[src/rtl/lct_defs.vh]
// Constants for the legacy command telegram handler.
// Assumes byte-wide streams and 16-bit fields sent low byte first.
`ifndef LCT_DEFS_VH
`define LCT_DEFS_VH

// ----------------------------------------
// Telegram codes
// ----------------------------------------
`define LCT_CLASS_ID 8'h67
`define LCT_CMD_LEGACY 8'h0f
`define LCT_CMD_REPLY_BIT 3'd6
`define LCT_HDR_LEN 8'h07
`define LCT_FNC_WR_RANGE 8'h00
`define LCT_FNC_RD_RANGE 8'h01
`define LCT_FNC_WR_INPUT 8'h67
`define LCT_FNC_RD_INPUT 8'h68
`define LCT_FNC_RD_PROT2 8'ha1
`define LCT_FNC_RD_PROT3 8'ha2
`define LCT_FNC_WR_PROT2 8'ha9
`define LCT_FNC_WR_PROT3 8'haa

// ----------------------------------------
// Reply status
// ----------------------------------------
`define LCT_STS_OK 8'h00
`define LCT_STS_FAIL 8'h10
`define LCT_STS_EXT 8'hf0
`define LCT_EXT_BAD_CMD 8'h06

// ----------------------------------------
// Layout and limits
// ----------------------------------------
`define LCT_REQ_HDR_BYTES 5'd12
`define LCT_CNT_BYTES 5'd16
`define LCT_REPLY_HDR_BYTES 9'd11
`define LCT_MIN_ADDR_BYTES 2'd2
`define LCT_MAX_RD_WORDS 16'd122
`define LCT_FIFO_DEPTH 8
`define LCT_FIFO_AW 3

`endif

[src/rtl/lct_handler.v]
// Legacy command telegram handler: parses request bytes, writes word
// range payload through a FIFO, and streams the reply header and data.
// Assumes all inputs come from logic on clk_i; word storage sits outside.
//
// Notes on behaviour
// - Telegrams are accepted only when addressed to object class 0x67.
// - All 16-bit fields travel low byte first, both directions.
// - Command 0x0f is decoded with word range, input and protected functions.
// - Reply echoes the requester vendor identifier.
// - Reply echoes the requester serial number.
// - Reply header is 11 bytes, 12 when status is 0xf0.
// - Reply command is the request command with bit 6 set.
// - Status is 0x00, 0x10 or 0xf0; extended byte only with 0xf0.
// - Write word range reply carries header and status only.
// - Read word range returns at most 244 data bytes.
`timescale 1ns/10ps
`default_nettype none
`include "lct_defs.vh"

// ----------------------------------------
// Word FIFO
// ----------------------------------------
module lct_fifo #(
  parameter WIDTH = 32,
  parameter DEPTH = `LCT_FIFO_DEPTH,
  parameter AW = `LCT_FIFO_AW
) (
  // Clock and reset
  input wire clk_i,
  input wire rst_i,
  // Fill side
  input wire in_valid_i,
  input wire [WIDTH-1:0] in_data_i,
  output wire in_ready_o,
  // Drain side
  output wire out_valid_o,
  output wire [WIDTH-1:0] out_data_o,
  input wire out_ready_i
);
  reg [WIDTH-1:0] mem_q [0:DEPTH-1];
  reg [AW-1:0] wr_q;
  reg [AW-1:0] rd_q;
  reg [AW:0] cnt_q;
  wire push;
  wire pop;
  integer i;
  assign in_ready_o = (cnt_q != DEPTH);
  assign out_valid_o = (cnt_q != 0);
  assign out_data_o = mem_q[rd_q];
  assign push = in_valid_i && in_ready_o;
  assign pop = out_valid_o && out_ready_i;
  always @(posedge clk_i or posedge rst_i) begin
    if (rst_i) begin
      wr_q <= {AW{1'b0}};
      rd_q <= {AW{1'b0}};
      cnt_q <= {(AW+1){1'b0}};
      for (i = 0; i < DEPTH; i = i + 1) begin
        mem_q[i] <= {WIDTH{1'b0}};
      end
    end else begin
      if (push) begin
        mem_q[wr_q] <= in_data_i;
        wr_q <= wr_q + 1'b1;
      end
      if (pop) rd_q <= rd_q + 1'b1;
      if (push && !pop) begin
        cnt_q <= cnt_q + 1'b1;
      end else if (pop && !push) begin
        cnt_q <= cnt_q - 1'b1;
      end
    end
  end
endmodule
// ----------------------------------------
// Telegram handler
// ----------------------------------------
module lct_handler (
  // Clock and reset
  input wire clk_i,
  input wire rst_i,
  // Request byte stream
  input wire rx_valid_i,
  input wire [7:0] rx_data_i,
  input wire rx_last_i,
  input wire [7:0] rx_class_i,
  output wire rx_ready_o,
  // Reply byte stream
  output wire tx_valid_o,
  output wire [7:0] tx_data_o,
  output wire tx_last_o,
  input wire tx_ready_i,
  // Word write port {element index, word}
  output wire wr_valid_o,
  output wire [15:0] wr_index_o,
  output wire [15:0] wr_word_o,
  input wire wr_ready_i,
  // Word read port, answered in the same cycle
  output wire [15:0] rd_index_o,
  input wire [15:0] rd_word_i
);
  localparam [1:0] S_RX = 2'd0;
  localparam [1:0] S_DROP = 2'd1;
  localparam [1:0] S_TX = 2'd2;
  localparam [1:0] PH_HDR = 2'd0;
  localparam [1:0] PH_ADDR = 2'd1;
  localparam [1:0] PH_BODY = 2'd2;
  reg [1:0] state_q;
  reg [1:0] ph_q;
  reg [4:0] cnt_q;
  reg [7:0] hdr_q [0:15];
  reg [1:0] addr_n_q;
  reg odd_q;
  reg [7:0] lo_q;
  reg [15:0] wcnt_q;
  reg [15:0] size_q;
  reg fail_q;
  reg bad_cmd_q;
  reg [8:0] tx_idx_q;
  reg [8:0] tx_n_q;
  reg tx_valid_q;
  reg tx_last_q;
  reg [7:0] tx_data_q;
  reg [7:0] tx_byte;
  integer i;
  wire [7:0] cmd = hdr_q[7];
  wire [7:0] function_selector = hdr_q[11];
  wire [15:0] pkt_off = {hdr_q[13], hdr_q[12]};
  wire take = rx_valid_i && rx_ready_o;
  wire fifo_in_ready;
  wire is_wr = (function_selector == `LCT_FNC_WR_RANGE);
  wire is_rd = (function_selector == `LCT_FNC_RD_RANGE);
  wire wr_push = (state_q == S_RX) && (ph_q == PH_BODY) && is_wr && odd_q && !fail_q && !bad_cmd_q;
  wire ext = bad_cmd_q;
  wire [7:0] sts = bad_cmd_q ? `LCT_STS_EXT : (fail_q ? `LCT_STS_FAIL : `LCT_STS_OK);
  wire [8:0] data_pos = tx_idx_q - `LCT_REPLY_HDR_BYTES - {8'h00, ext};
  wire tx_load = (state_q == S_TX) && (!tx_valid_q || tx_ready_i);
  // Payload waits for FIFO room so no word is lost
  assign rx_ready_o = (state_q == S_DROP) || ((state_q == S_RX) && (!wr_push || fifo_in_ready));
  assign tx_valid_o = tx_valid_q;
  assign tx_data_o = tx_data_q;
  assign tx_last_o = tx_last_q;
  assign rd_index_o = pkt_off + {8'h00, data_pos[8:1]};
  lct_fifo #(
    .WIDTH(32),
    .DEPTH(`LCT_FIFO_DEPTH),
    .AW(`LCT_FIFO_AW)
  ) u_fifo (
    .clk_i(clk_i),
    .rst_i(rst_i),
    .in_valid_i(take && wr_push),
    .in_data_i({pkt_off + wcnt_q, rx_data_i, lo_q}),
    .in_ready_o(fifo_in_ready),
    .out_valid_o(wr_valid_o),
    .out_data_o({wr_index_o, wr_word_o}),
    .out_ready_i(wr_ready_i)
  );
  // ----------------------------------------
  // Reply byte selection
  // ----------------------------------------
  always @* begin
    case (tx_idx_q)
      9'd0: tx_byte = `LCT_HDR_LEN;
      9'd1: tx_byte = hdr_q[1];
      9'd2: tx_byte = hdr_q[2];
      9'd3: tx_byte = hdr_q[3];
      9'd4: tx_byte = hdr_q[4];
      9'd5: tx_byte = hdr_q[5];
      9'd6: tx_byte = hdr_q[6];
      9'd7: tx_byte = cmd | (8'h01 << `LCT_CMD_REPLY_BIT);
      9'd8: tx_byte = sts;
      9'd9: tx_byte = hdr_q[9];
      9'd10: tx_byte = hdr_q[10];
      default: begin
        if (ext && tx_idx_q == `LCT_REPLY_HDR_BYTES) begin
          tx_byte = `LCT_EXT_BAD_CMD;
        end else begin
          tx_byte = data_pos[0] ? rd_word_i[15:8] : rd_word_i[7:0];
        end
      end
    endcase
  end
  // ----------------------------------------
  // Request parsing and reply sequencing
  // ----------------------------------------
  always @(posedge clk_i or posedge rst_i) begin
    if (rst_i) begin
      state_q <= S_RX;
      ph_q <= PH_HDR;
      cnt_q <= 5'd0;
      addr_n_q <= 2'd0;
      odd_q <= 1'b0;
      lo_q <= 8'h00;
      wcnt_q <= 16'h0000;
      size_q <= 16'h0000;
      fail_q <= 1'b0;
      bad_cmd_q <= 1'b0;
      tx_idx_q <= 9'd0;
      tx_n_q <= 9'd0;
      tx_valid_q <= 1'b0;
      tx_last_q <= 1'b0;
      tx_data_q <= 8'h00;
      for (i = 0; i < 16; i = i + 1) begin
        hdr_q[i] <= 8'h00;
      end
    end else begin
      case (state_q)
        S_RX: begin
          if (take) begin
            if (ph_q == PH_HDR) begin
              hdr_q[cnt_q[3:0]] <= rx_data_i;
              cnt_q <= cnt_q + 5'd1;
              if (cnt_q == 5'd0) begin
                fail_q <= (rx_data_i != `LCT_HDR_LEN);
                bad_cmd_q <= 1'b0;
                odd_q <= 1'b0;
                wcnt_q <= 16'h0000;
                addr_n_q <= 2'd0;
              end
              if (cnt_q == 5'd7 && rx_data_i != `LCT_CMD_LEGACY) bad_cmd_q <= 1'b1;
              if (cnt_q == 5'd11) begin
                case (rx_data_i)
                  `LCT_FNC_WR_RANGE, `LCT_FNC_RD_RANGE: ;
                  // Decoded but served by another block: refused without touching data
                  `LCT_FNC_WR_INPUT, `LCT_FNC_RD_INPUT, `LCT_FNC_RD_PROT2,
                  `LCT_FNC_RD_PROT3, `LCT_FNC_WR_PROT2, `LCT_FNC_WR_PROT3: fail_q <= 1'b1;
                  default: bad_cmd_q <= 1'b1;
                endcase
              end
              if (cnt_q == `LCT_CNT_BYTES - 5'd1) ph_q <= PH_ADDR;
            end else if (ph_q == PH_ADDR) begin
              // Address is text closed by a zero byte
              if (rx_data_i == 8'h00) begin
                ph_q <= PH_BODY;
                if (addr_n_q < `LCT_MIN_ADDR_BYTES) fail_q <= 1'b1;
              end else if (addr_n_q != 2'd3) begin
                addr_n_q <= addr_n_q + 2'd1;
              end
            end else begin
              odd_q <= !odd_q;
              if (!odd_q) begin
                lo_q <= rx_data_i;
              end else begin
                wcnt_q <= wcnt_q + 16'h0001;
                if (is_rd && wcnt_q == 16'h0000) size_q <= {rx_data_i, lo_q};
              end
            end
            if (rx_last_i) begin
              state_q <= S_TX;
              tx_idx_q <= 9'd0;
            end
          end
        end
        S_DROP: begin
          if (take && rx_last_i) state_q <= S_RX;
        end
        S_TX: begin
          if (tx_load) begin
            if (tx_idx_q == 9'd0 && !tx_valid_q) begin
              // Cut header, odd body or oversize read: status settles long before its byte leaves
              fail_q <= fail_q | (ph_q != PH_BODY) | odd_q | (is_rd && (size_q > `LCT_MAX_RD_WORDS));
              // Write replies and failed reads carry no data; good read replies carry size words
              tx_n_q <= `LCT_REPLY_HDR_BYTES + {8'h00, ext};
              if (is_rd && !fail_q && !bad_cmd_q && ph_q == PH_BODY && !odd_q &&
                  size_q <= `LCT_MAX_RD_WORDS) begin
                tx_n_q <= `LCT_REPLY_HDR_BYTES + {size_q[7:0], 1'b0};
              end
            end
            if (tx_idx_q == 9'd0 && !tx_valid_q || tx_idx_q < tx_n_q) begin
              tx_data_q <= tx_byte;
              tx_valid_q <= 1'b1;
              tx_idx_q <= tx_idx_q + 9'd1;
              tx_last_q <= (tx_idx_q != 9'd0 || tx_valid_q) && (tx_idx_q + 9'd1 == tx_n_q);
            end else begin
              tx_valid_q <= 1'b0;
              tx_last_q <= 1'b0;
              state_q <= S_RX;
              ph_q <= PH_HDR;
              cnt_q <= 5'd0;
            end
          end
        end
        default: state_q <= S_RX;
      endcase
      // Foreign class: swallow the telegram without a reply
      if (state_q == S_RX && ph_q == PH_HDR && cnt_q == 5'd0 && take &&
          rx_class_i != `LCT_CLASS_ID) begin
        cnt_q <= 5'd0;
        state_q <= rx_last_i ? S_RX : S_DROP;
      end
    end
  end
endmodule
`default_nettype wire

[config.mk]
export PLATFORM = sky130hd
export DESIGN_NAME = lct_handler
export DESIGN_NICKNAME = d
export VERILOG_FILES = /design/src/rtl/lct_handler.v
export VERILOG_INCLUDE_DIRS = /design/src /design/src/rtl
export SDC_FILE = /design/constraint.sdc
export NUM_CORES = 1
export LEC_CHECK = 0
export CORE_MARGIN = 1
export CORE_UTILIZATION = 58
export CTS_CLUSTER_DIAMETER = 150
export DETAILED_ROUTE_END_ITERATION = 7
export DONT_BUFFER_PORTS = 1
export PLACE_DENSITY = 0.78
export SKIP_LAST_GASP = 1
export SYNTH_ARGS = -nofsm -noshare
export SYNTH_HDL_FRONTEND = slang
export SYNTH_HIERARCHICAL = 1
export SYNTH_SLANG_ARGS = --single-unit
[constraint.sdc]
create_clock -name clk_i -period 18.42 [get_ports clk_i]
set_clock_uncertainty 0.05 [all_clocks]
set_input_delay 2.763 -clock clk_i [delete_from_list [all_inputs] [get_ports clk_i]]
set_output_delay 2.763 -clock clk_i [all_outputs]
set_load 0.01 [all_outputs]
# ---- Word level (Yosys, flattened, before mapping)
# Index checks and enable logic that the tools add are counted.
dict set report totals {
  register_bits 476
  latch_bits 0
  mem_bits_rw 0
  mem_bits_ro 0
  out_inout_bits 60
  word_cells 271
  n_memories 0
}
dict set report classes {
  addsub 14
  mul 0
  n_div 0
  n_lt_le_gt_ge 9
  eq_ne 52
  shift 0
  muxes 71
  n_bitwise 9
  n_reduce_logical 74
}
# operator count
set op_table {}
lappend op_table {{$bwmux 256} 1}
lappend op_table {{$bwmux 128} 1}
lappend op_table {{$bmux 32 s3} 1}
lappend op_table {{$demux 32 s3} 1}
lappend op_table {{$mux 32} 3}
lappend op_table {{$pmux 8 s11} 1}
lappend op_table {{$mux 16} 4}
lappend op_table {{$mux 9} 5}
lappend op_table {{$eq 9x3->1 const B} 4}
lappend op_table {{$eq 9x4->1 const B} 4}
lappend op_table {{$demux 8 s4} 1}
lappend op_table {{$eq 8x8->1 const B} 4}
lappend op_table {{$mux 2} 16}
lappend op_table {{$mux 8} 4}
lappend op_table {{$logic_and 1x1->1} 31}
lappend op_table {{$mux 5} 6}
lappend op_table {{$reduce_and 5->1} 5}
lappend op_table {{$ne 3x2->1 const B} 7}
lappend op_table {{$mux 1} 20}
lappend op_table {{$eq 9x2->1 const B} 2}
lappend op_table {{$pmux 9 s2} 1}
lappend op_table {{$add 16x1->16 const B} 1}
lappend op_table {{$add 16x16->16} 1}
lappend op_table {{$add 16x8->16} 1}
lappend op_table {{other kinds (61)} 104}

# ---- Logic depth before layout (Yosys ltp)
# Gate-level depths: netlist (run 1).
dict set report logic_depth {
  ltp_word 17
  mapped_depth 16
  depth_no_buf 15
}

# ---- By module
# Netlist (run 1), hierarchy kept.
# mod instances cells_per_inst area_each_um2 seq_area_each_um2
set by_module_without_submodules {}
lappend by_module_without_submodules {lct_fifo 1 716 12329.3 6656.4}
lappend by_module_without_submodules {lct_handler 1 1012 10497.6 4429.2}

# ---- Least setup slack after synthesis (run 1)
# OpenSTA, ideal clock, no wires.
dict set report synth_path {
  path_type {register to output}
  from {reg bad_cmd_q}
  to {out rd_index_o[10]}
  arrival_time_ns 3.042
  required_ns 15.607
  path_slack_ns 12.565
  stages_incl_launch_ff 16
  n_path_buf 1
  cell_sequence {dfrtp_1 buf_2 inv_1 ha_1 ha_1 inv_1 ha_1 inv_1 a211oi_1 xor2_1 ha_1 nand2_1 a2bb2oi_1 a2111oi_0 nand2_1 xnor2_1}
}
dict set report synth_via {
  elab_chain_len 2
}
# element line_no
set synth_rtl {}
lappend synth_rtl {{from (decl)} lct_handler.v:117} ;# reg bad_cmd_q;
lappend synth_rtl {{from (signal assigned)} lct_handler.v:196} ;# bad_cmd_q <= 1'b0;
lappend synth_rtl {{from (signal assigned)} lct_handler.v:214} ;# bad_cmd_q <= 1'b0;
lappend synth_rtl {{from (signal assigned)} lct_handler.v:219} ;# if (cnt_q == 5'd7 && rx_data_i != `LCT_CMD_LEGACY) bad_cmd_q <= 1'b1;
lappend synth_rtl {{$sub 9x1->9} lct_handler.v:135} ;# wire [8:0] data_pos = tx_idx_q - `LCT_REPLY_HDR_BYTES - {8'h00, ext};
lappend synth_rtl {{$add 16x8->16} lct_handler.v:142} ;# assign rd_index_o = pkt_off + {8'h00, data_pos[8:1]};
lappend synth_rtl {{to (decl)} lct_handler.v:98} ;# output wire [15:0] rd_index_o,
# Every way passes these cells.

# ---- Worst setup path in the final report (run 1)
dict set report layout_path {
  from {reg tx_idx_q[2]}
  to {out rd_index_o[11]}
}
dict set report layout_via {
  elab_chain_len 3
}
# element line_no
set layout_rtl {}
lappend layout_rtl {{from (decl)} lct_handler.v:118} ;# reg [8:0] tx_idx_q;
lappend layout_rtl {{from (signal assigned)} lct_handler.v:271} ;# tx_idx_q <= tx_idx_q + 9'd1;
lappend layout_rtl {{$sub 9x4->9 (no line)} --}
lappend layout_rtl {{$sub 9x1->9} lct_handler.v:135}
lappend layout_rtl {{$add 16x8->16} lct_handler.v:142}
# Every way passes these cells.

==> flow_summary.ini, run 1 <==
[placed_design]
port_buffers = 0
dp_hpwl_um = 34400
dpl_worst_slack_ns = 11.74
place_congestion = 0.915

[die]
chipWidth_um = 200
die_y_um = 200
rows = 72
ioPinCount = 98
die_area_um2 = 40200
core_region_area_um2 = 38700
initial_core_util_pct = 58.9

[sta]
worst_pin_slew_ns = 0.998
hold_violations = 0
final-max-slew-violation-count = 0
timing.final.crit_period_ns = 7.31
setup_ws_ns = 11.11
worst_slew_margin_rel_pct = 33.4
rsz0062_at_grt = no
setup_violations = 0
finalSetupTns_ns = 0
finalCritPeriodShare_pct = 39.7
timing.fmax_ghz = 0.137

[yosys]
synth.distinct_cells = 95
synthFlopType = dfrtp_1
synth-seq-cells = 443
ys_seq_area_share_pct = 48.6
synth-edff-count = 0
ys_top_cells_by_count = 443 x dfrtp_1, 333 x mux2_2, 87 x nand2_1, 70 x mux2_4, 64 x mux4_2
yosys.area.top_type_share_pct = 48.6
async_reset_ff_share_pct = 100
synth_fp_nets = 1826
syn_inst = 1728
syn_area_per_cell_um2 = 13.2
synth.largest_area_cell = dfrtp_1
synth_warnings = 6
netlist_area_um2 = 22800
ys_top_cells_by_area = dfrtp_1 49%, mux2_2 16%, mux4_2 6.3%, mux2_4 4.6%, ha_1 3.1%
synth.most_common_cell = dfrtp_1

[global_routing]
antenna_found_initial = 0
grt_pass1_wl_um = 85300
grt_pass1_vias = 14781
grt.total_usage_pct = 27.0
grt_remaining_overflow = 0
grt_max_degree = 109

[drt]
viasPerCell = 6.35
via_count = 14311
drcViolationCount = 0
wl_um = 52800
drtAntennaViolNets = 0
dr.pass1.iters = 5
dr.first_iter.drc_count = 1047
wl_per_cell_um = 23.5

[cts]
post_cts_buffers = 0
cts.htree.levels = 2
cts_buffers = 46
clkLatencyLatePin_ns = 0.56
clock_sinks = 443
post_cts_resized = 0
cts_hold_buf = 0
cts_tree = built
cts_root_buf = clkbuf_16
cts.reportedPaths.clkPinSlew_ns = 0.06
cts_max_path_buffers = 3

[outcome]
status = finished clean

[cells_and_area]
fillers = 2789
num_antenna_cells = 0
synthToLayoutAreaGrowth_pct = 8.05
layout-drive-gt1-share_pct = 34.4
fin_nets = 1802

[flow_run]
cap_violations = 0

[power_and_ir_drop]
p_per_area_nw_per_um2 = 131
vdd_ir_drop_max_uv = 78.6
power.leakage_uw = 0.0117

[worst_setup_path]
worstPathMaxFanout = 30
arrival_ns = 4.50
crit_path_end_kind = primary output
r2r.worst_path.cells = 11
critical_path_class = reg -> out
cp.required_ns = 15.61
cp-start-kind = flip-flop

[worst_hold_path]
hold_class = reg -> reg
min_delay_path_depth = 2
==> cells by family after synthesis <==
family          share of synthesized area [%]
mux                                      28.2
flops                                    48.6
simple gates                             7.44
compound gates                           6.65
buf+inv                                  3.22
xor+xnor                                 2.57
fa+ha+maj                                3.39
==> sequential cells by signal, indices dropped and copies added, names as in the netlist, 8 cells and up <==
register / count
tx_n_q: 9
wcnt_q: 16
u_fifo/mem_q: 256
tx_idx_q: 9
tx_data_o: 8
function_selector: 8
lo_q: 8
hdr_q: 80
size_q: 16
==> path summary, 6_finish.rpt <==
check | slack (ns) | startpoint | to
min in group asynchronous | 2.13 | rst_i | u_fifo/mem_q[136]
hold reg to reg | 0.44 | function_selector[3] | function_selector[3]
hold / removal | 0.44 | function_selector[3] | function_selector[3]
setup reg to reg | 14.11 | u_fifo/cnt_q[1] | u_fifo/mem_q[237]
max in group asynchronous | 14.60 | rst_i | hdr_q[73]
setup / recovery | 11.11 | tx_idx_q[2] | rd_index_o[11]
==> final cells by class <==
class | count | area, um^2 | area share [%]
sequential | 443 | 11100 | 45.0
multi-input combinational | 1146 | 11000 | 44.8
clock buffer | 64 | 1330 | 5.39
tap | 518 | 648 | 2.63
clock inverter | 15 | 205 | 0.832
inverter | 45 | 181 | 0.736
timing repair buffer | 22 | 165 | 0.670
==> power breakdown <==
group | total, uW | switching (uW) | leakage [uW] | internal, uW
logic | 971 | 558 | 0.00491 | 412
clock network | 945 | 384 | 0.000754 | 561
registers | 1310 | 207 | 0.00604 | 1110
total | 3230 | 1150 | 0.0117 | 2080
==> layer usage <==
metal / vias to the layer above / share of wire, % / routed length (um) / GRT usage [%]
met4: 0 / 1.8 / 973 / 6.54
li1: 6344 / - / - / -
met1: 7510 / 44 / 23000 / 38.1
met5: - / 0 / 0 / 0
met2: 378 / 49 / 25900 / 43.8
met3: 79 / 5.6 / 2950 / 4.59
==> cells in the final DEF (no fill, tap or decap), types with 12 or more instances in the layout <==
cell	netlist	layout
nor3_1	27	25
nor4_1	12	12
mux2i_1	12	12
nor2b_1	12	12
inv_1	44	42
mux2_2	333	333
clkbuf_16	0	47
dfrtp_1	443	441
o21ai_0	56	56
buf_4	6	22
nand2_1	87	87
xor2_1	19	19
ha_1	57	57
mux2_4	70	70
a21oi_1	35	35
mux4_2	64	64
nor2_1	58	58
nand3_1	35	35
xnor2_1	48	48
a31oi_1	12	12
==> critical path: stages, from the launching register on <==
cell and delay, ns:
dfrtp_1 0.97, clkinv_1 0.57, ha_1 0.44, inv_1 0.06, ha_1 0.29, a211oi_1 0.23
nor2_1 0.11, o41a_1 0.36, a41oi_1 0.48, nor2_1 0.10, xor2_1 0.29
==> stage by stage <==
| stage | instances | hold WS [ns] | utilization [%] | power [uW] | area [um^2] |
|---|---|---|---|---|---|
| detailed placement | 2174 | 0.423 | 59.7 | 2300 | 23100 |
| finish | 2253 | 0.435 | 63.7 | 3230 | 24700 |
| global placement | 2174 | 0.413 | 59.7 | 2260 | 23100 |
| CTS | 2253 | 0.439 | 63.7 | 3250 | 24700 |
| global route | 2253 | 0.456 | 63.7 | 3390 | 24700 |
| floorplan | 1728 | 0.399 | - | 2020 | 22800 |
No activity file was read; power rests on OpenSTA's default activity.
==> run 2, diff against run 1 <==
--- a/config.mk
+++ b/config.mk
@@ -6,12 +6,13 @@
 export SDC_FILE = /design/constraint.sdc
 export NUM_CORES = 1
 export LEC_CHECK = 0
+export ABC_AREA = 1
 export CORE_MARGIN = 1
 export CORE_UTILIZATION = 58
 export CTS_CLUSTER_DIAMETER = 150
 export DETAILED_ROUTE_END_ITERATION = 7
 export DONT_BUFFER_PORTS = 1
-export PLACE_DENSITY = 0.78
+export PLACE_DENSITY = 0.8
 export SKIP_LAST_GASP = 1
 export SYNTH_ARGS = -nofsm -noshare
 export SYNTH_HDL_FRONTEND = slang
==> constraint.sdc (replaced) <==
create_clock -name clk_i -period 6.1 [get_ports clk_i]
set_clock_uncertainty 0.05 [all_clocks]
set_input_delay 0.915 -clock clk_i [delete_from_list [all_inputs] [get_ports clk_i]]
set_output_delay 0.915 -clock clk_i [all_outputs]
set_load 0.01 [all_outputs]
==> run 2 against run 1 <==
Compared with the run above:
- sequential share of layout area down 4.2 points
- synthesized cell count up 110%
- synthesized area up 12%
- critical path depth up 5
- register-to-register slack worse by 12 ns
- flip-flop and latch count unchanged
- non-clock buffer count up 17
- clock power rose to 3.2 times the previous value
- hold slack worse by 0.16 ns
- global-route usage up 5.7 points
- combinational power rose to 4.2 times the previous value
==> flow_summary.ini, run 2 <==
[cells_and_area]
num_antenna_cells = 0
fin_nets = 3558
largest_register_ffs = 256
final_common_cell = nand2_1
layout-drive-gt1-share_pct = 5.29
layout_common_cells = 1,393 x nand2_1, 441 x dfrtp_1, 380 x nor2_1, 287 x nand4_1, 273 x inv_1
regMostFlops = u_fifo/mem_q
synthToLayoutAreaGrowth_pct = 6.52
reg_top3 = u_fifo/mem_q (256), hdr_q (80)
fillers = 3890

[die]
ioPinCount = 98
rows = 76
die_area_um2 = 44900
initial_core_util_pct = 59.0
die_y_um = 212
core_region_area_um2 = 43300
chipWidth_um = 212

[sta]
rsz0062_at_grt = no
hold_violations = 0
finalSetupTns_ns = 0
final-max-slew-violation-count = 0
worst_slew_margin_rel_pct = 21.9
setup_violations = 0
timing.final.crit_period_ns = 4.97
whs_ns = 0.278
timing.fmax_ghz = 0.201
finalCritPeriodShare_pct = 81.4
worst_pin_slew_ns = 1.17

[yosys]
syn_inst = 3606
syn_area_per_cell_um2 = 7.08
netlist_area_um2 = 25500
ys_top_cells_by_count = 1,393 x nand2_1, 443 x dfrtp_1, 388 x nor2_1, 287 x nand4_1, 276 x inv_1
yosys.area.top_type_share_pct = 43.4
async_reset_ff_share_pct = 100
synth.largest_area_cell = dfrtp_1
synth-edff-count = 0
ys_seq_area_share_pct = 43.4
synthFlopType = dfrtp_1
synth_fp_nets = 3704
synth-seq-cells = 443
synth.most_common_cell = nand2_1
synth.distinct_cells = 42
ys_top_cells_by_area = dfrtp_1 43%, nand2_1 20%, nand4_1 7.0%, nor2_1 5.7%, inv_1 4.1%
synth_warnings = 6

[cts]
cts.reportedPaths.clkPinSlew_ns = 0.06
cts_buffers = 49
cts_tree = built
cts.htree.levels = 2
post_cts_buffers = 0
clkLatencyLatePin_ns = 0.61
cts_hold_buf = 0
clock_sinks = 443
cts_max_path_buffers = 3
cts_root_buf = clkbuf_16
post_cts_resized = 0

[global_routing]
grt_pass1_vias = 21854
grt_remaining_overflow = 0
grt.total_usage_pct = 32.7
use_met3_pct = 5.13
grt_max_degree = 208
grt_use_met2_pct = 50.9
antenna_found_initial = 0
grt_pass1_wl_um = 117000
gr-usage-met1_pct = 46.0
gr-max-usage-layer = met2

[placed_design]
place_congestion = 0.908
dp_hpwl_um = 45000
port_buffers = 0

[flow_run]
cap_violations = 0

[worst_setup_path]
worstPathMaxFanout = 5
arrival_ns = 4.00
crit_path_end_kind = primary output
cp-start-kind = flip-flop
critical_path_class = reg -> out
cp_slowest_cell = dfrtp_1
crit_top_cell = ha_1
cp.required_ns = 5.13
slowest_delay_ns = 0.42
cp_cell_sequence = inv_1 > ha_1 > ha_1 > inv_1 > ha_1 > o21ai_0 > nor3_1 > xor2_1 > ha_1 > nand2_1 > or2_2 > nand3_1 > a21boi_0 > nor2_1 > xor2_1

[drt]
drtAntennaViolNets = 0
dr.pass1.iters = 6
wl_um = 71700
wl_per_cell_um = 17.6
viasPerCell = 5.75
via_count = 23458
drcViolationCount = 0
dr.first_iter.drc_count = 2741

[power_and_ir_drop]
fin_total_pwr_uw = 10700
power.leakage_uw = 0.0146
vdd_ir_drop_max_uv = 381
p_per_area_nw_per_um2 = 394

[outcome]
status = finished clean

[worst_hold_path]
hold_class = in -> async
[run 2: changes by cell type after synthesis, moves of 43 or more]
cell      change
mux2_4       -70
nor2_1      +330
mux4_2       -64
nand4_1     +277
buf_2        +43
nand3_1     +145
inv_1       +232
o21ai_1      +78
mux2_2      -333
nand2_1    +1306
clkbuf_1     +57
[run 2: worst paths after layout]
path	start	end	slack (ns)	cells after the start
worst max-delay path	bad_cmd_q	rd_index_o[11]	1.13	15
worst min-delay path	rst_i	lo_q[3]	0.28	1
worst max register to register	u_fifo/cnt_q[0]	u_fifo/cnt_q[3]	2.03	18
worst min register to register	u_fifo/mem_q[132]	u_fifo/mem_q[132]	0.42	2
max in group asynchronous	rst_i	u_fifo/mem_q[209]	4.17	2
min in group clk_i	rx_last_i	state_q[0]	0.37	1
[run 2: per-layer routing]
metal	wire length [um]	vias to the layer above
met1	30200	10981
met2	32400	1089
met4	2470	0
met3	6690	179
li1	-	11209
met5	0	-
[run 2: logic make-up (layout without fill, tap and decap cells)]
family          Yosys count  after routing  synth area share [%]
xor+xnor                 47             47                  1.61
buf+inv                 519            411                  8.37
fa+ha+maj                60             60                  3.03
compound gates          207            207                  4.22
flops                   443            443                  43.4
simple gates           2324           2324                  39.1
mux                       6              6                 0.235
[run 2: power breakdown]
part / total (uW) / internal (uW) / leakage, uW / switching, uW
registers: 3710 / 3280 / 0.00601 / 432
logic: 4030 / 1130 / 0.00782 / 2900
clock network: 2980 / 1730 / 0.000784 / 1260
total: 10700 / 6130 / 0.0146 / 4590
[run 2: through the flow]
stage          setup slack [ns]  util (%)  instances  area, um^2
3_3_place_gp               1.88      59.1       3994       25600
6_report                   1.13      62.9       4083       27200
4_1_cts                    1.13      62.9       4083       27200
5_1_grt                   0.914      62.9       4083       27200
3_5_place_dp               1.78      59.1       3994       25600
2_1_floorplan             0.333         -       3606       25500
[run 2: cell type report]
class	count	area, um^2	share of cell area, %
inverters	283	1080	3.96
clock inverters	17	176	0.649
multi-input cells	2644	12300	45.4
well taps	585	732	2.69
flip-flops and latches	443	11100	40.8
repair buffers	39	330	1.21
clock buffers	72	1440	5.31
[run 2: critical path: cells and delay by family, from the launching register on]
| kind | cells | cell delay [ns] |
|---|---|---|
| flops | 1 | 0.42 |
| buf+inv | 2 | 0.19 |
| simple gates | 5 | 0.97 |
| compound gates | 2 | 0.49 |
| xor+xnor | 2 | 0.45 |
| fa+ha+maj | 4 | 0.89 |
